<file path="config.mk">
export PLATFORM = sky130hd
export DESIGN_NAME = srs_reply
export DESIGN_NICKNAME = d
export VERILOG_FILES = /design/src/srs_end.v /design/src/srs_hold_timer.v /design/src/srs_lockout.v /design/src/srs_reply.v
export VERILOG_INCLUDE_DIRS = /design/src
export SDC_FILE = /design/constraint.sdc
export NUM_CORES = 1
export LEC_CHECK = 0
export BUFFER_PORTS_ARGS = -buffer_cell sky130_fd_sc_hd__buf_2
export CAP_MARGIN = 40
export CELL_PAD_IN_SITES_DETAIL_PLACEMENT = 1
export CELL_PAD_IN_SITES_GLOBAL_PLACEMENT = 1
export CORE_MARGIN = 2
export CORE_UTILIZATION = 40
export CTS_BUF_LIST = sky130_fd_sc_hd__clkbuf_8
export DETAILED_ROUTE_END_ITERATION = 6
export PLACE_DENSITY_LB_ADDON = 0.2
export SKIP_CTS_REPAIR_TIMING = 1
export SKIP_LAST_GASP = 1
export SLEW_MARGIN = 20
export SYNTH_ARGS = -nofsm -noshare
export SYNTH_HDL_FRONTEND = slang
export SYNTH_SLANG_ARGS = --single-unit
</file>
<file path="constraint.sdc">
create_clock -name pclk -period 7.4 [get_ports pclk]
set_input_delay 0.37 -clock pclk [delete_from_list [all_inputs] [get_ports pclk]]
set_output_delay 0.37 -clock pclk [all_outputs]
set_load 0.005 [all_outputs]
</file>
<file path="src/srs_defs.vh">
/*
 * Constants for the surveillance reply and status block: register
 * offsets, field positions, reset values, reply format codes and timing.
 * Assumes inclusion by bare name from the design files.
 */
`ifndef SRS_DEFS_VH
`define SRS_DEFS_VH

// ----------------------------------------------------------------
// Register offsets (byte addresses on the register bus)
// ----------------------------------------------------------------
`define SRS_OFF_CTRL 8'h00
`define SRS_OFF_ADDR 8'h04
`define SRS_OFF_CODE 8'h08
`define SRS_OFF_ALT 8'h0C
`define SRS_OFF_ID_LO 8'h10
`define SRS_OFF_ID_HI 8'h14
`define SRS_OFF_DLCAP 8'h18
`define SRS_OFF_CCAP 8'h1C
`define SRS_OFF_RA_LO 8'h20
`define SRS_OFF_RA_HI 8'h24
`define SRS_OFF_STAT 8'h28
`define SRS_OFF_LOCK_CLR 8'h2C

// ----------------------------------------------------------------
// Control, capability and status register fields and reset values
// ----------------------------------------------------------------
`define SRS_CTRL_GND 0
`define SRS_CTRL_RA 1
`define SRS_CTRL_SQ_EN 2
`define SRS_CTRL_LVL2 3
`define SRS_CTRL_RST 4'h9
`define SRS_DLCAP_IDENT 0
`define SRS_DLCAP_SI 1
`define SRS_DLCAP_SPEC 2
`define SRS_DLCAP_RST 3'h0
`define SRS_CCAP_RST 32'h00000000
`define SRS_STAT_ANN 16

// ----------------------------------------------------------------
// Reply register content: selector codes and bit positions
// ----------------------------------------------------------------
`define SRS_BDS_DLCAP 8'h10
`define SRS_BDS_CCAP 8'h17
`define SRS_BDS_IDENT 8'h20
`define SRS_BDS_RA 8'h30
`define SRS_MB_IDENT 23
`define SRS_MB_SI 21
`define SRS_MB_SPEC 31

// ----------------------------------------------------------------
// Interrogation kinds and reply formats
// ----------------------------------------------------------------
`define SRS_INT_ALLCALL 3'h0
`define SRS_INT_SURV_ALT 3'h1
`define SRS_INT_SURV_ID 3'h2
`define SRS_INT_COMMB_ALT 3'h3
`define SRS_INT_COMMB_ID 3'h4
`define SRS_DF_ALLCALL 5'h0B
`define SRS_DF_SURV_ALT 5'h04
`define SRS_DF_SURV_ID 5'h05
`define SRS_DF_COMMB_ALT 5'h14
`define SRS_DF_COMMB_ID 5'h15
`define SRS_CA_LVL1 3'h0
`define SRS_CA_GND 3'h4
`define SRS_CA_AIR 3'h5
`define SRS_DR_NONE 5'h00
`define SRS_DR_COMMB 5'h01
`define SRS_DR_BCAST 5'h04

// ----------------------------------------------------------------
// Timing
// ----------------------------------------------------------------
`define SRS_CLK_HZ 50000000
`define SRS_HOLD_S 18
`define SRS_SQ_MS 1000

`endif

</file>
<file path="src/srs_end.v">
/*
 * Intentionally empty compilation unit.
 * Assumes nothing.
 */
`timescale 1ns/1ps
`default_nettype none
`default_nettype wire

</file>
<file path="src/srs_hold_timer.v">
/*
 * Retriggerable hold timer: active for HOLD_CYC cycles after each start.
 * Assumes one clock, an active-low async reset and a clock enable.
 */
`timescale 1ns/1ps
`default_nettype none
module srs_hold_timer #(
    parameter [31:0] HOLD_CYC = 32'h35A4E900
) (
    input wire pclk,          // System clock
    input wire presetn,       // Async reset, active low
    input wire ce,            // Clock enable
    input wire start,         // Start or restart pulse
    output wire active        // Hold window running
);
    reg [31:0] cnt_r;

    // A fresh start always reloads, so a second change extends the hold
    always @(posedge pclk or negedge presetn) begin
        if (!presetn) begin
            cnt_r <= 32'h00000000;
        end else if (ce) begin
            if (start) begin
                cnt_r <= HOLD_CYC;
            end else if (cnt_r != 32'h00000000) begin
                cnt_r <= cnt_r - 32'h00000001;
            end
        end
    end

    assign active = (cnt_r != 32'h00000000);
endmodule
`default_nettype wire

</file>
<file path="src/srs_lockout.v">
/*
 * Per-interrogator all-call lockout flags, one per radar identifier.
 * Assumes set and clear come from the same clock domain.
 */
`timescale 1ns/1ps
`default_nettype none
module srs_lockout (
    input wire pclk,          // System clock
    input wire presetn,       // Async reset, active low
    input wire ce,            // Clock enable
    input wire set_en,        // Lockout command seen
    input wire [3:0] set_id,  // Radar that sent it
    input wire [15:0] clr,    // Software clear, one bit per radar
    output wire [15:0] locked // Current lockout per radar
);
    reg [15:0] lock_r;
    genvar i;

    generate
        for (i = 0; i < 16; i = i + 1) begin : g_lock
            // Set wins over a clear in the same cycle
            always @(posedge pclk or negedge presetn) begin
                if (!presetn) begin
                    lock_r[i] <= 1'b0;
                end else if (ce) begin
                    if (set_en && set_id == i) begin
                        lock_r[i] <= 1'b1;
                    end else if (clr[i]) begin
                        lock_r[i] <= 1'b0;
                    end
                end
            end
        end
    endgenerate

    assign locked = lock_r;
endmodule
`default_nettype wire

</file>
<file path="src/srs_reply.v">
/*
 * Surveillance reply and status logic of a selective transponder: builds
 * replies to interrogations, sends acquisition squitters, keeps report
 * registers and times the change announcements.
 * Assumes interrogations arrive already decoded and synchronous to pclk,
 * and an APB master for the registers.
 */
//
// Behaviour
// - All-call replies only while airborne
// - Lockout command stops all-calls from that radar
// - Capability field 4..7 for level 2
// - Capability bit 33 shows identification register
// - Capability bit 35 shows lockout protocol support
// - Capability bit 25 flags specific services
// - Common capability register may read zero
// - Identification register holds aircraft identification
// - Identification change broadcast announced 18 s
// - Reply code change sets alert 18 s
// - Advisory report announced while active plus 18 s
// - All-call reply carries address and ground state
// - All-call format also sent as squitter
// - Altitude request gets short altitude reply
// - Identity request gets short code reply
// - Long altitude reply carries requested register
// - Long code reply carries requested register
`timescale 1ns/1ps
`default_nettype none
`include "srs_defs.vh"
module srs_reply #(
    parameter [31:0] HOLD_CYC = `SRS_HOLD_S * `SRS_CLK_HZ,
    parameter [31:0] SQ_CYC = (`SRS_SQ_MS * (`SRS_CLK_HZ / 1000))
) (
    input wire pclk,               // System clock, 50 MHz
    input wire presetn,            // Async reset, active low
    input wire ce,                 // Clock enable, freezes all state
    input wire [7:0] paddr,        // APB address
    input wire psel,               // APB select
    input wire penable,            // APB access phase
    input wire pwrite,             // APB write
    input wire [31:0] pwdata,      // APB write data
    output wire [31:0] prdata,     // APB read data
    output wire pready,            // APB ready
    output wire pslverr,           // APB error, unmapped address
    input wire intr_valid,         // Interrogation strobe
    input wire [2:0] intr_type,    // Interrogation kind
    input wire [23:0] intr_addr,   // Addressed aircraft, selective only
    input wire [3:0] intr_radar,   // Interrogator identifier
    input wire intr_lockout,       // Lockout command in selective call
    input wire [7:0] intr_reg,     // Requested register, long replies
    output wire reply_valid,       // Reply strobe, one cycle
    output wire [4:0] reply_df,    // Reply format
    output wire [2:0] reply_ca,    // Capability field
    output wire [2:0] reply_fs,    // Flight status, alert and ground
    output wire [4:0] reply_dr,    // Downlink request
    output wire [23:0] reply_aa,   // Aircraft address
    output wire [12:0] reply_code, // Altitude or reply code
    output wire [55:0] reply_mb,   // Register content
    output wire reply_squit,       // Reply is a squitter
    output wire announce_ident,    // Identification change running
    output wire announce_code,     // Reply code change running
    output wire announce_ra        // Advisory report present
);
    // ----------------------------------------------------------------
    // Registers
    // ----------------------------------------------------------------
    reg [3:0] ctrl_r;
    reg [23:0] aa_r;
    reg [12:0] code_r;
    reg [12:0] alt_r;
    reg [47:0] id_r;
    reg [2:0] dlcap_r;
    reg [31:0] ccap_r;
    reg [55:0] ra_r;
    reg [31:0] prdata_r;
    reg [31:0] sq_cnt_r;
    reg sq_pend_r;
    reg rv_r;
    reg [4:0] df_r;
    reg [2:0] fs_r;
    reg [4:0] dr_r;
    reg [12:0] rcode_r;
    reg [55:0] mb_r;
    reg squit_r;

    wire wr_en;
    wire rd_setup;
    wire [15:0] locked;
    wire [15:0] lock_clr;
    wire id_tmr;
    wire code_tmr;
    wire ra_tmr;
    wire code_chg;
    wire id_chg;
    wire on_gnd;
    wire [2:0] ca_val;
    wire sel_hit;
    wire lock_set;
    wire ac_ok;
    wire sq_due;

    reg [31:0] rd_mux;
    reg map_hit;
    reg [55:0] mb_sel;

    // ----------------------------------------------------------------
    // Register bus
    // ----------------------------------------------------------------
    // Ready follows the enable so a frozen block stalls the bus
    assign pready = ce;
    assign wr_en = psel && penable && pwrite && ce && map_hit;
    assign rd_setup = psel && !penable && !pwrite && ce;
    assign pslverr = psel && penable && !map_hit;
    assign prdata = prdata_r;

    always @* begin
        map_hit = 1'b1;
        rd_mux = 32'h00000000;
        case (paddr)
            `SRS_OFF_CTRL: rd_mux = {28'h0000000, ctrl_r};
            `SRS_OFF_ADDR: rd_mux = {8'h00, aa_r};
            `SRS_OFF_CODE: rd_mux = {19'h00000, code_r};
            `SRS_OFF_ALT: rd_mux = {19'h00000, alt_r};
            `SRS_OFF_ID_LO: rd_mux = id_r[31:0];
            `SRS_OFF_ID_HI: rd_mux = {16'h0000, id_r[47:32]};
            `SRS_OFF_DLCAP: rd_mux = {29'h00000000, dlcap_r};
            `SRS_OFF_CCAP: rd_mux = ccap_r;
            `SRS_OFF_RA_LO: rd_mux = ra_r[31:0];
            `SRS_OFF_RA_HI: rd_mux = {8'h00, ra_r[55:32]};
            `SRS_OFF_STAT:
                rd_mux = {13'h0000, announce_ra, announce_code,
                          announce_ident, locked};
            `SRS_OFF_LOCK_CLR: rd_mux = 32'h00000000;
            default: map_hit = 1'b0;
        endcase
    end

    assign code_chg = wr_en && paddr == `SRS_OFF_CODE &&
                      pwdata[12:0] != code_r;
    assign id_chg = wr_en &&
                    ((paddr == `SRS_OFF_ID_LO && pwdata != id_r[31:0]) ||
                     (paddr == `SRS_OFF_ID_HI &&
                      pwdata[15:0] != id_r[47:32]));
    assign lock_clr = (wr_en && paddr == `SRS_OFF_LOCK_CLR) ?
                      pwdata[15:0] : 16'h0000;

    always @(posedge pclk or negedge presetn) begin
        if (!presetn) begin
            ctrl_r <= `SRS_CTRL_RST;
            aa_r <= 24'h000000;
            code_r <= 13'h0000;
            alt_r <= 13'h0000;
            id_r <= 48'h000000000000;
            dlcap_r <= `SRS_DLCAP_RST;
            ccap_r <= `SRS_CCAP_RST;
            ra_r <= 56'h00000000000000;
            prdata_r <= 32'h00000000;
        end else if (ce) begin
            if (rd_setup) begin
                prdata_r <= rd_mux;
            end
            if (wr_en) begin
                case (paddr)
                    `SRS_OFF_CTRL: ctrl_r <= pwdata[3:0];
                    `SRS_OFF_ADDR: aa_r <= pwdata[23:0];
                    `SRS_OFF_CODE: code_r <= pwdata[12:0];
                    `SRS_OFF_ALT: alt_r <= pwdata[12:0];
                    `SRS_OFF_ID_LO: id_r[31:0] <= pwdata;
                    `SRS_OFF_ID_HI: id_r[47:32] <= pwdata[15:0];
                    `SRS_OFF_DLCAP: dlcap_r <= pwdata[2:0];
                    `SRS_OFF_CCAP: ccap_r <= pwdata;
                    `SRS_OFF_RA_LO: ra_r[31:0] <= pwdata;
                    `SRS_OFF_RA_HI: ra_r[55:32] <= pwdata[23:0];
                    default: ctrl_r <= ctrl_r;
                endcase
            end
        end
    end

    // ----------------------------------------------------------------
    // Change announcements
    // ----------------------------------------------------------------
    srs_hold_timer #(.HOLD_CYC(HOLD_CYC)) u_id_tmr (
        .pclk(pclk),
        .presetn(presetn),
        .ce(ce),
        .start(id_chg),
        .active(id_tmr)
    );

    srs_hold_timer #(.HOLD_CYC(HOLD_CYC)) u_code_tmr (
        .pclk(pclk),
        .presetn(presetn),
        .ce(ce),
        .start(code_chg),
        .active(code_tmr)
    );

    // Reloaded while the advisory stands, so no gap as it ends
    srs_hold_timer #(.HOLD_CYC(HOLD_CYC)) u_ra_tmr (
        .pclk(pclk),
        .presetn(presetn),
        .ce(ce),
        .start(ctrl_r[`SRS_CTRL_RA]),
        .active(ra_tmr)
    );

    assign announce_ident = id_tmr;
    assign announce_code = code_tmr;
    assign announce_ra = ctrl_r[`SRS_CTRL_RA] || ra_tmr;

    // ----------------------------------------------------------------
    // Lockout and acceptance
    // ----------------------------------------------------------------
    assign on_gnd = ctrl_r[`SRS_CTRL_GND];
    assign sel_hit = intr_valid && intr_type != `SRS_INT_ALLCALL &&
                     intr_type <= `SRS_INT_COMMB_ID &&
                     intr_addr == aa_r;
    assign lock_set = sel_hit && intr_lockout;

    srs_lockout u_lock (
        .pclk(pclk),
        .presetn(presetn),
        .ce(ce),
        .set_en(lock_set),
        .set_id(intr_radar),
        .clr(lock_clr),
        .locked(locked)
    );

    assign ac_ok = intr_valid && intr_type == `SRS_INT_ALLCALL &&
                   !on_gnd && !locked[intr_radar];

    assign ca_val = !ctrl_r[`SRS_CTRL_LVL2] ? `SRS_CA_LVL1 :
                    (on_gnd ? `SRS_CA_GND : `SRS_CA_AIR);

    // ----------------------------------------------------------------
    // Requested register content
    // ----------------------------------------------------------------
    always @* begin
        mb_sel = 56'h00000000000000;
        case (intr_reg)
            `SRS_BDS_DLCAP: begin
                mb_sel[55:48] = `SRS_BDS_DLCAP;
                mb_sel[`SRS_MB_IDENT] = dlcap_r[`SRS_DLCAP_IDENT];
                mb_sel[`SRS_MB_SI] = dlcap_r[`SRS_DLCAP_SI];
                mb_sel[`SRS_MB_SPEC] = dlcap_r[`SRS_DLCAP_SPEC];
            end
            // Zero content is legal when only basic service is offered
            `SRS_BDS_CCAP: mb_sel = {24'h000000, ccap_r};
            `SRS_BDS_IDENT: mb_sel = {`SRS_BDS_IDENT, id_r};
            `SRS_BDS_RA: mb_sel = ra_r;
            default: mb_sel = 56'h00000000000000;
        endcase
    end

    // ----------------------------------------------------------------
    // Acquisition squitter
    // ----------------------------------------------------------------
    assign sq_due = sq_cnt_r == 32'h00000000;

    // A squitter that meets an interrogation reply waits for the next cycle without one
    always @(posedge pclk or negedge presetn) begin
        if (!presetn) begin
            sq_cnt_r <= SQ_CYC;
            sq_pend_r <= 1'b0;
        end else if (ce) begin
            if (!ctrl_r[`SRS_CTRL_SQ_EN]) begin
                sq_cnt_r <= SQ_CYC;
                sq_pend_r <= 1'b0;
            end else begin
                sq_cnt_r <= sq_due ? SQ_CYC : sq_cnt_r - 32'h00000001;
                if (sq_due || sq_pend_r) begin
                    sq_pend_r <= ac_ok || sel_hit;
                end
            end
        end
    end

    // ----------------------------------------------------------------
    // Reply builder
    // ----------------------------------------------------------------
    always @(posedge pclk or negedge presetn) begin
        if (!presetn) begin
            rv_r <= 1'b0;
            df_r <= 5'h00;
            fs_r <= 3'h0;
            dr_r <= `SRS_DR_NONE;
            rcode_r <= 13'h0000;
            mb_r <= 56'h00000000000000;
            squit_r <= 1'b0;
        end else if (ce) begin
            rv_r <= 1'b0;
            squit_r <= 1'b0;
            fs_r <= {1'b0, code_tmr, on_gnd};
            dr_r <= id_tmr ? `SRS_DR_BCAST :
                    (announce_ra ? `SRS_DR_COMMB : `SRS_DR_NONE);
            if (ac_ok) begin
                rv_r <= 1'b1;
                df_r <= `SRS_DF_ALLCALL;
                rcode_r <= 13'h0000;
                mb_r <= 56'h00000000000000;
            end else if (sel_hit) begin
                rv_r <= 1'b1;
                case (intr_type)
                    `SRS_INT_SURV_ALT: df_r <= `SRS_DF_SURV_ALT;
                    `SRS_INT_SURV_ID: df_r <= `SRS_DF_SURV_ID;
                    `SRS_INT_COMMB_ALT: df_r <= `SRS_DF_COMMB_ALT;
                    `SRS_INT_COMMB_ID: df_r <= `SRS_DF_COMMB_ID;
                    default: rv_r <= 1'b0;
                endcase
                rcode_r <= intr_type[0] ? alt_r : code_r;
                mb_r <= (intr_type >= `SRS_INT_COMMB_ALT) ? mb_sel :
                        56'h00000000000000;
            end else if (ctrl_r[`SRS_CTRL_SQ_EN] && (sq_due || sq_pend_r)) begin
                rv_r <= 1'b1;
                squit_r <= 1'b1;
                df_r <= `SRS_DF_ALLCALL;
                rcode_r <= 13'h0000;
                mb_r <= 56'h00000000000000;
            end
        end
    end

    assign reply_valid = rv_r;
    assign reply_df = df_r;
    assign reply_ca = ca_val;
    assign reply_fs = fs_r;
    assign reply_dr = dr_r;
    assign reply_aa = aa_r;
    assign reply_code = rcode_r;
    assign reply_mb = mb_r;
    assign reply_squit = squit_r;
endmodule
`default_nettype wire

</file>
=== Word-level counts from Yosys, hierarchy flattened ===
Index checks and enable logic that the tools add are counted.

* Output and inout port bits: 148
* Input port bits: 87
* Flip-flop bits (word level): 453
* Logic and storage cells: 273

* Multiplexer cells: 77
* Reduce and logical (&&, ||, !) cells: 110
* $lt $le $gt $ge: 3
* Equality and inequality tests: 40
* $add $sub $neg: 4

{| class="wikitable"
|+ Operators by type and width
! cell !! number
|-
| one-hot mux 32 bit (11 select lines) || 1
|-
| 2-to-1 mux 32 bit || 8
|-
| 2-to-1 mux 56 bit || 4
|-
| subtractor 32 x 1 -> 32 bit, second input constant || 4
|-
| nonzero test 32 bit || 3
|-
| one-hot mux 21 bit (3 select lines) || 1
|-
| 2-to-1 mux 13 bit || 4
|-
| == test 8 x 5 -> 1 bit, second input constant || 6
|-
| == test 8 x 6 -> 1 bit, second input constant || 6
|-
| 2-to-1 mux 1 bit || 44
|-
| AND reduction 2 bit || 22
|-
| logical AND 1 bit || 38
|-
| nonzero test 2 bit || 19
|-
| AND reduction 3 bit || 11
|-
| == test 4 bit, second input constant || 8
|-
| logical NOT 32 bit || 1
|-
| != test 32 bit || 1
|-
| one-hot mux 16 bit (2 select lines) || 1
|-
| == test 24 bit || 1
|-
| one-hot mux 8 bit (3 select lines) || 1
|-
| one-hot mux 7 bit (3 select lines) || 1
|-
| one-hot mux 5 bit (4 select lines) || 1
|-
| == test 4 x 3 -> 1 bit, second input constant || 4
|-
| == test 8 x 4 -> 1 bit, second input constant || 2
|-
| other kinds (27) || 42
|}

=== Logic depth before layout (Yosys ltp) ===
Gate-level depths: netlist of the first run.

* Word-level depth: 8
* Depth in mapped cells: 10
* Depth with buffers taken out: 9

=== Modules after synthesis ===
From an unflattened synthesis of the first run, not the netlist that was laid out.

* Cells, all modules: 2397
* Area, all modules: 24427.2 µm²

{| class="wikitable"
|+ By module, submodules not included
! module !! cells each !! seq. area each (µm²) !! instances !! area each (µm²)
|-
| srs_reply || 1645 || 8450.6 || 1 || 17869.6
|-
| srs_hold_timer || 230 || 800.8 || 3 || 1949.4
|-
| srs_lockout || 62 || 400.4 || 1 || 709.4
|}

=== Least setup slack after synthesis of the first run ===
No wires, ideal clock.

* Kind: reg-to-reg
* From: register u_ra_tmr.cnt_r[14]
* To: register u_ra_tmr.cnt_r[29]
* Cell stages (with the launch flop): 8
* Data arrival time: 2.893 ns
* Setup slack: 4.376 ns
* Clock period less this slack: 3.024 ns
* Setup time: 0.131 ns
* Path through: dfrtp_1 -> or4_4 -> or4_4 -> nor3_4 -> or4b_1 -> buf_2 -> o31a_1 -> or3_1

* Word-level cells in the longest chain between the ends: 3
* Elaborated cells between the ends (all ways): 6

{| class="wikitable"
|+ Ends and longest elaborated chain
! item !! line !! source
|-
| start: declaration || srs_hold_timer.v:16 || <nowiki>reg [31:0] cnt_r;</nowiki>
|-
| start signal: assignment || srs_hold_timer.v:26 || <nowiki>cnt_r <= cnt_r - 32'h00000001;</nowiki>
|-
| subtractor 32 x 1 -> 32 bit / nonzero test 32 bit (equally long branches) || srs_hold_timer.v:26, srs_hold_timer.v:25 ||
|-
| 2-to-1 mux 32 bit / nonzero test 2 bit (equally long branches) || -- ||
|-
| 2-to-1 mux 32 bit / AND reduction 2 bit (equally long branches) || -- ||
|}

Parallel ways exist; a longest one is shown, timed or not. The select of a mux whose other input is x is not followed.
A chain may end at the register's enable or synchronous reset.

=== Final worst setup path of the first run ===
* From: register u_id_tmr.cnt_r[14]
* To: output announce_ident

* Word-level cells in the longest chain between the ends: 1

{| class="wikitable"
|+ Ends and longest elaborated chain
! item !! line !! source
|-
| start: declaration || srs_hold_timer.v:16 ||
|-
| start signal: assignment || srs_hold_timer.v:26 ||
|-
| nonzero test 32 bit || srs_hold_timer.v:31 || <nowiki>assign active = (cnt_r != 32'h00000000);</nowiki>
|-
| end: declaration || srs_reply.v:60 || <nowiki>output wire announce_ident,</nowiki>
|}

Every way passes these cells.

==> flow_metrics.env, run 1 <==
export IMPL_required_ps=7030
export IMPL_power_frac_seq_pct=47.3
export IMPL_pwr_share_clk_pct=41.1
export IMPL_reg2reg_to="reply_mb[34]$_DFFE_PN0P_"
export IMPL_avgSynthCellArea_um2=10.8
export IMPL_min_from="pwdata[17]"
export IMPL_cts_root_buf="clkbuf_8"
export IMPL_cts_sinks=449
export IMPL_critPathKind="reg2out"
export IMPL_syn_area_um2=22400
export IMPL_fin_ws_ps=3470
export IMPL_tightest_slew_ps=961
export IMPL_clk_pin_slew_worst_paths_ps=60
export IMPL_drt_iter0_drc=1537
export IMPL_clkLatencyLatePin_ps=710
export IMPL_syn_inst=2071
export IMPL_netSwitchingFraction_pct=29.0
export IMPL_track_usage_pct=28.0
export IMPL_path_max_fanout=7
export IMPL_synth_top_cell_area_share_pct=48.7
export IMPL_synth_commonest_cells="dfrtp_1, mux2_2, nand2_1"
export IMPL_crit_arrival_ps=3560
export IMPL_yosys_warnings=0
export IMPL_synthArstFlopShare_pct=100
export IMPL_fp_row_count=86
export IMPL_clockBufferDepth=3
export IMPL_drc=0
export IMPL_grt_pass1_vias=19300
export IMPL_ioPinCount=235
export IMPL_timing_hold_ws_ps=43.3
export IMPL_final_hold_viol_count=0
export IMPL_core_um2=55200
export IMPL_routedWlPerCell_um=25.6
export IMPL_synthDistinctLibCells=74
export IMPL_antenna_found_initial=8
export IMPL_yosysSeqAreaShare_pct=50.3
export IMPL_reg2reg_depth=8
export IMPL_pwr_share_comb_pct=11.6
export IMPL_power_leakage_uw=0.0124
export IMPL_clock_fmax_mhz=255
export IMPL_slew_headroom_pct=36.0
export IMPL_p_int_uw=4110
export IMPL_grt_start_max_net_pins=172
export IMPL_rrSetupSlack_ps=4020
export IMPL_crit_path_end_kind="primary output"
export IMPL_yosysMostFrequentCell="dfrtp_1"
export IMPL_first_pass_iters=6
export IMPL_num_vias=18400
export IMPL_nFillCells=6089
export IMPL_synth_edff_count=0
export IMPL_power_density_nw_per_um2=221
export IMPL_finalCriticalPeriod_ps=3930
export IMPL_synth_top_area_cell="dfrtp_1"
export IMPL_setup_viol=0
export IMPL_final_layout_size_suffix_gt1_share_pct=27.7
export IMPL_tns_ps=0
export IMPL_irDropWorstVdd_mv=0.131
export IMPL_synth_area_leaders="dfrtp_1, mux2_2, xor2_1, nand2_1, mux2i_1"
export IMPL_io_buffers=229
export IMPL_fin_crit_sh_pct=53.1
export IMPL_place_gp_congestion=0.918
export IMPL_die_width_um=240
export IMPL_maxCapViolCount=0
export IMPL_rr_startpoint="reply_aa[19]$_DFFE_PN0P_"
export IMPL_min_path_type="in2reg"
export IMPL_dpl_worst_slack_ps=3820
export IMPL_rsz0062_at_grt="no"
export IMPL_power_total_uw=5790
export IMPL_drtAntennaViolNets=0
export IMPL_fin_util_pct=47.5
export IMPL_wirelength_mm=79.7
export IMPL_clock_skew_ps=49.1
export IMPL_drv_slew=0
export IMPL_grt_pass1_wl_mm=121
export IMPL_floorplan_die_area_um2=57800
export IMPL_place_hpwl_mm=54.0
export IMPL_outcome="finished, final reports clean"
export IMPL_min_to="reply_aa[17]$_DFFE_PN0P_"
export IMPL_via_per_inst=5.91
export IMPL_p_sw_uw=1680
export IMPL_start_kind="flip-flop"
export IMPL_cts_made_buffers=80
export IMPL_holdPathStages=2
export IMPL_synthFlopType="dfrtp_1"
export IMPL_layout_nets=2400
export IMPL_cts_tree="done"
export IMPL_die_h_um=240
export IMPL_synth_seq_cells=449
export IMPL_start_util_pct=40.5
export IMPL_htree_num_levels=3
export IMPL_area_growth_pct=17.2
export IMPL_grt_remaining_overflow=0
[worst max-delay path by stage]
stage,start,endpoint,slack (ps),cells after the start
3_5_place_dp,paddr[4],u_code_tmr.cnt_r[4]$_DFFE_PN0P_,3820,8
2_1_floorplan,u_ra_tmr.cnt_r[14]$_DFFE_PN0P_,u_ra_tmr.cnt_r[29]$_DFFE_PN0P_,4380,7
5_1_grt,u_id_tmr.cnt_r[21]$_DFFE_PN0P_,announce_ident,3270,5
4_1_cts,u_id_tmr.cnt_r[14]$_DFFE_PN0P_,announce_ident,3440,5
3_3_place_gp,paddr[4],u_code_tmr.cnt_r[4]$_DFFE_PN0P_,3880,8
6_report,u_id_tmr.cnt_r[14]$_DFFE_PN0P_,announce_ident,3470,5
[registers in the layout, summed over array words and instances (netlist names), 16 cells and up]
name              flops
reply_mb             56
u_code_tmr.cnt_r     32
sq_cnt_r             32
prdata               32
ra_r                 56
ccap_r               32
u_lock.locked        16
u_id_tmr.cnt_r       32
u_ra_tmr.cnt_r       32
reply_aa             24
id_r                 48
[cells by family after synthesis]
kind of cell	after synthesis	synth area share, %
compound gates	370	11.9
xor+xnor	154	6.03
fa+ha+maj	5	0.280
buf+inv	165	2.93
flops	449	50.3
mux	279	13.9
other cells	1	0.0168
simple gates	648	14.6
[cell type report]
class	count	area, µm²	share of cell area, %
diodes	1	2.50	0.00954
inverters	24	90.1	0.344
flip-flops and latches	449	11300	42.9
clock inverters	53	342	1.30
clock buffers	92	1270	4.83
well taps	748	936	3.57
multi-input cells	1461	10600	40.3
repair buffers	292	1770	6.73
[critical path: stages, from the launching register on]
cell     delay, ps
dfrtp_1        420
or4_1          640
or4_1          530
nor3_1         700
inv_1          360
buf_2          240
[layer usage]
layer,wire [µm],track usage (%),vias up
met5,74,0,-
met1,34100,37.7,9557
met3,5620,6.28,171
met4,3000,11.0,14
li1,-,-,8067
met2,36900,43.7,620
[stage by stage]
step / area, µm² / instances
6_report: 26200 / 3120
5_1_grt: 26200 / 3120
4_1_cts: 26000 / 3100
3_5_place_dp: 24400 / 2955
3_3_place_gp: 24300 / 2947
2_1_floorplan: 22400 / 2075
[power by group through the flow]
stage / Combinational [µW] / Clock [µW] / Sequential, µW
finish: 672 / 2380 / 2740
global route: 748 / 2560 / 2760
CTS: 671 / 2450 / 2730
detailed placement: 667 / 0 / 2770
global placement: 634 / 0 / 2760
floorplan: 402 / 0 / 2740
[layout by cell type, fill, tap and decap left out, types with 6 or more instances in the layout]
cell type	Yosys	final
mux2i_1	63	63
dlygate4sd3_1	0	16
nor4_1	55	53
buf_4	8	37
or3_1	31	31
a222oi_1	27	27
nor2_1	139	138
nand2_1	187	187
inv_1	24	53
nor3_1	50	45
buf_2	4	229
o2bb2ai_1	17	17
dfstp_2	14	14
o21a_1	13	13
or4_1	22	22
nand2b_1	21	21
a32o_1	8	8
o22ai_1	6	6
xnor2_1	64	64
nor3b_1	8	8
a21oi_1	37	35
nand3_1	31	31
clkbuf_8	0	92
clkinv_2	0	15
nand4_1	41	41
mux2_2	212	212
dfrtp_1	435	435
or2_2	6	6
a22o_1	68	68
xor2_1	90	90
o21ai_0	92	92
a31oi_1	22	22
a22oi_1	21	21
and3_1	12	12
No activity file was read; power rests on OpenSTA's default activity.
==> run 2: changes to the inputs <==
Clock period 7.4 ns to 3.7 ns, I/O delays scaled along.
==> run 2 against run 1 <==
Effect of this change: sequential power grew 100%; combinational power grew 110%; final cell count grew 1.6%; critical path type is now reg2reg; largest power group unchanged.
==> flow_metrics.env, run 2 (synthesis gave the netlist of run 1 again) <==
export IMPL_required_ps=4330
export IMPL_clkLatencyLatePin_ps=700
export IMPL_clk_pin_slew_worst_paths_ps=60
export IMPL_dpl_worst_slack_ps=496
export IMPL_crit_arrival_ps=4160
export IMPL_place_inst=2980
export IMPL_drtAntennaViolNets=0
export IMPL_num_vias=18600
export IMPL_htree_num_levels=3
export IMPL_rsz0062_at_grt="no"
export IMPL_wirelength_mm=79.7
export IMPL_floorplan_die_area_um2=57800
export IMPL_cts_sinks=449
export IMPL_track_usage_pct=27.8
export IMPL_finalCriticalPeriod_ps=3530
export IMPL_die_h_um=240
export IMPL_drv_slew=0
export IMPL_rrSetupSlack_ps=170
export IMPL_clockBufferDepth=3
export IMPL_start_kind="flip-flop"
export IMPL_antenna_found_initial=10
export IMPL_power_density_nw_per_um2=436
export IMPL_place_area_um2=24600
export IMPL_ioPinCount=235
export IMPL_cts_made_buffers=82
export IMPL_critPathKind="reg2reg"
export IMPL_place_hpwl_mm=54.8
export IMPL_power_leakage_uw=0.0126
export IMPL_cts_tree="done"
export IMPL_grt_pass1_vias=19300
export IMPL_grt_pass1_wl_mm=121
export IMPL_timing_hold_ws_ps=21.3
export IMPL_grt_start_max_net_pins=102
export IMPL_fin_ws_ps=169
export IMPL_first_pass_iters=6
export IMPL_fp_row_count=86
export IMPL_final_hold_viol_count=0
export IMPL_fin_crit_sh_pct=95.4
export IMPL_grt_remaining_overflow=0
export IMPL_place_gp_congestion=0.939
export IMPL_irDropWorstVdd_mv=0.281
export IMPL_die_width_um=240
export IMPL_mostFrequentLayoutCell="dfrtp_1"
export IMPL_setup_viol=0
export IMPL_core_um2=55200
export IMPL_final_layout_size_suffix_gt1_share_pct=27.9
export IMPL_outcome="finished, final reports clean"
export IMPL_cts_root_buf="clkbuf_8"
export IMPL_tightest_slew_ps=881
export IMPL_mostFrequentLayoutCells="dfrtp_1, buf_2, mux2_2"
export IMPL_fin_area_um2=26700
export IMPL_crit_path_end_kind="flip-flop"
export IMPL_drc=0
export IMPL_layout_nets=2453
export IMPL_routedWlPerCell_um=25.1
export IMPL_clock_fmax_mhz=283
export IMPL_clock_skew_ps=49.2
export IMPL_via_per_inst=5.87
export IMPL_slew_headroom_pct=41.3
export IMPL_io_buffers=229
export IMPL_maxCapViolCount=0
export IMPL_stdcell_count=3171
export IMPL_path_max_fanout=6
export IMPL_start_util_pct=40.5
export IMPL_min_path_type="in2reg"
export IMPL_tns_ps=0
export IMPL_area_growth_pct=19.2
export IMPL_drt_iter0_drc=1738
## run 2: changes by cell type in the layout (fill, tap and decap cells not counted), sizes merged
cell	change
clkbuf	+7
buf	+24
bufinv	-2
dlygate4sd3	+29
clkinvlp	+1
diode	+4
clkinv	-11
inv	-1
## run 2: critical path, stage by stage (launching register included)
cell,delay [ps]
dfrtp_1,450
xnor2_1,390
nand4_1,150
nor4_1,590
nand2b_1,410
or4_1,710
o21ai_0,200
dlygate4sd3_1,580
## run 2: metal layers
layer	routed length [µm]	track usage, %	vias up	part of all wire, %
met3	5650	5.44	159	7.1
met2	36900	43.7	650	46
li1	-	-	8185	-
met1	34400	38.2	9602	43
met4	2710	9.77	8	3.4
met5	49	0	-	0.061
## run 2: final timing paths
| path | from | endpoint | depth (start not counted) |
|---|---|---|---|
| setup / recovery | reply_aa[18]$_DFFE_PN0P_ | u_lock.locked[10]$_DFFE_PN0P_ | 7 |
| hold / removal | pwdata[11] | u_lock.locked[11]$_DFFE_PN0P_ | 5 |
| setup reg to reg | reply_aa[18]$_DFFE_PN0P_ | u_lock.locked[10]$_DFFE_PN0P_ | 7 |
| hold reg to reg | reply_dr[2]$_DFFE_PN0P_ | reply_dr[2]$_DFFE_PN0P_ | 1 |
| max in group asynchronous | presetn | sq_cnt_r[25]$_DFFE_PN1P_ | 3 |
| min in group asynchronous | presetn | reply_mb[0]$_DFFE_PN0P_ | 2 |
## run 2: final cells by class
cell class	count	area (µm²)
fill	6064	28500
sequential	449	11300
multi-input combinational	1461	10600
timing repair buffer	343	2170
clock buffer	101	1390
tap	748	936
clock inverter	40	224
inverter	24	90.1
antenna	5	12.5
## run 2: per-stage QoR
stage	utilization (%)	power, µW
global placement	44.5	6840
global route	48.3	12100
CTS	47.5	11700
floorplan	-	6280
detailed placement	44.5	6910
finish	48.3	11600
## run 2: power breakdown
| group | internal (µW) | switching, µW | leakage [µW] |
|---|---|---|---|
| Combinational | 561 | 833 | 0.00569 |
| Sequential | 5190 | 285 | 0.00600 |
| Clock | 2530 | 2230 | 0.000942 |
==> run 3: changes to the inputs <==
Settings changed: MAX_ROUTING_LAYER set to met4.
==> run 3 against run 2 <==
Effect of this change: the flow now finishes with violations (DRC); design area is essentially flat; sequential share of layout area hardly changed; combinational power hardly changed; hold slack worse by 0.81 ps; die area is the same; final cell count rose by 0.16%; sequential cell count unchanged; clock skew grew 2.0 ps; critical path type unchanged.
==> flow_metrics.env, run 3 (synthesis gave the netlist of run 1 again) <==
export IMPL_violations="DRC"
export IMPL_io_buffers=229
export IMPL_clock_fmax_mhz=283
export IMPL_final_hold_viol_count=0
export IMPL_floorplan_die_area_um2=57800
export IMPL_netSwitchingFraction_pct=28.8
export IMPL_dpl_worst_slack_ps=496
export IMPL_tightest_slew_ps=903
export IMPL_setup_viol=0
export IMPL_drc=4
export IMPL_power_leakage_uw=0.0126
export IMPL_mostFrequentLayoutCells="dfrtp_1, buf_2, mux2_2"
export IMPL_mostFrequentLayoutCell="dfrtp_1"
export IMPL_via_per_inst=5.87
export IMPL_track_usage_pct=28.6
export IMPL_path_max_fanout=6
export IMPL_fin_area_um2=26700
export IMPL_cts_root_buf="clkbuf_8"
export IMPL_min_path_type="in2reg"
export IMPL_crit_arrival_ps=4160
export IMPL_grt_start_max_net_pins=102
export IMPL_antenna_found_initial=11
export IMPL_fin_ws_ps=169
export IMPL_start_kind="flip-flop"
export IMPL_grt_pass1_vias=19300
export IMPL_cts_sinks=449
export IMPL_ioPinCount=235
export IMPL_outcome="finished, violations left"
export IMPL_clock_skew_ps=51.2
export IMPL_core_um2=55200
export IMPL_clkLatencyLatePin_ps=700
export IMPL_place_area_um2=24600
export IMPL_power_density_nw_per_um2=436
export IMPL_tns_ps=0
export IMPL_drtAntennaViolNets=0
export IMPL_pwr_share_comb_pct=12.0
export IMPL_grt_pass1_wl_mm=121
export IMPL_clk_pin_slew_worst_paths_ps=60
export IMPL_irDropWorstVdd_mv=0.280
export IMPL_critPathKind="reg2reg"
export IMPL_clockBufferDepth=3
export IMPL_fin_util_pct=48.3
export IMPL_routedWlPerCell_um=25.1
export IMPL_start_util_pct=40.5
export IMPL_finalCriticalPeriod_ps=3530
export IMPL_htree_num_levels=3
export IMPL_die_width_um=240
export IMPL_grt_remaining_overflow=0
export IMPL_final_layout_size_suffix_gt1_share_pct=27.9
export IMPL_layout_nets=2453
export IMPL_num_vias=18700
export IMPL_slew_headroom_pct=39.8
export IMPL_fp_row_count=86
export IMPL_timing_hold_ws_ps=20.5
export IMPL_place_gp_congestion=0.955
export IMPL_wirelength_mm=79.8
export IMPL_cts_tree="done"
export IMPL_crit_path_end_kind="flip-flop"
export IMPL_drv_slew=0
export IMPL_pwr_share_clk_pct=40.9
export IMPL_fin_crit_sh_pct=95.4
export IMPL_die_h_um=240
export IMPL_power_frac_seq_pct=47.1
export IMPL_cts_made_buffers=82
export IMPL_first_pass_iters=7
export IMPL_drt_iter0_drc=1668
export IMPL_p_sw_uw=3350
export IMPL_p_int_uw=8280
export IMPL_place_hpwl_mm=54.8
export IMPL_rsz0062_at_grt="no"
export IMPL_required_ps=4330
export IMPL_area_growth_pct=19.3
export IMPL_maxCapViolCount=0
[run 3: changes by cell type in the layout (fill, tap and decap cells not counted)]
cell,previous run,this run
diode_2,5,10
[run 3: through the flow]
stage	total power [µW]	cells
3_3_place_gp	6840	2979
3_5_place_dp	6910	2980
6_report	11600	3176
4_1_cts	11700	3121
5_1_grt	12100	3173
2_1_floorplan	6280	2075
[run 3: area by class of cell]
cell class / instances / area [µm²]
clock buffer: 101 / 1390
multi-input combinational: 1461 / 10600
inverter: 24 / 90.1
sequential: 449 / 11300
timing repair buffer: 343 / 2170
fill: 6064 / 28500
clock inverter: 40 / 224
tap: 748 / 936
antenna: 10 / 25.0
[run 3: metal layers]
layer | global-route usage, % | part of all wire (%)
met5 | - | 0
met3 | 5.13 | 6.8
met4 | 9.58 | 3.4
met1 | 38.4 | 44
met2 | 43.8 | 46
[run 3: power groups by stage]
stage	Combinational (µW)	Clock, µW	Sequential [µW]
CTS	1370	4860	5470
global route	1540	5090	5510
detailed placement	1360	0	5550
global placement	1310	0	5530
floorplan	803	0	5480
finish	1390	4760	5470
[run 3: worst max-delay path: stages, from the launching register on]
cell and delay, ps:
dfrtp_1 450, xnor2_1 470, nand4_1 150, nor4_1 490, nand2b_1 400, or4_1 720, o21ai_0 200, dlygate4sd3_1 580
[run 3: path summary, 6_finish.rpt]
path / end / slack [ps] / from / cells after the start
setup / recovery: u_lock.locked[10]$_DFFE_PN0P_ / 170 / reply_aa[4]$_DFFE_PN0P_ / 7
hold / removal: u_lock.locked[11]$_DFFE_PN0P_ / 20 / pwdata[11] / 5
setup reg to reg: u_lock.locked[10]$_DFFE_PN0P_ / 170 / reply_aa[4]$_DFFE_PN0P_ / 7
hold reg to reg: reply_dr[2]$_DFFE_PN0P_ / 480 / reply_dr[2]$_DFFE_PN0P_ / 1
max in group asynchronous: sq_cnt_r[25]$_DFFE_PN1P_ / 2460 / presetn / 3
min in group asynchronous: u_ra_tmr.cnt_r[27]$_DFFE_PN0P_ / 130 / presetn / 2
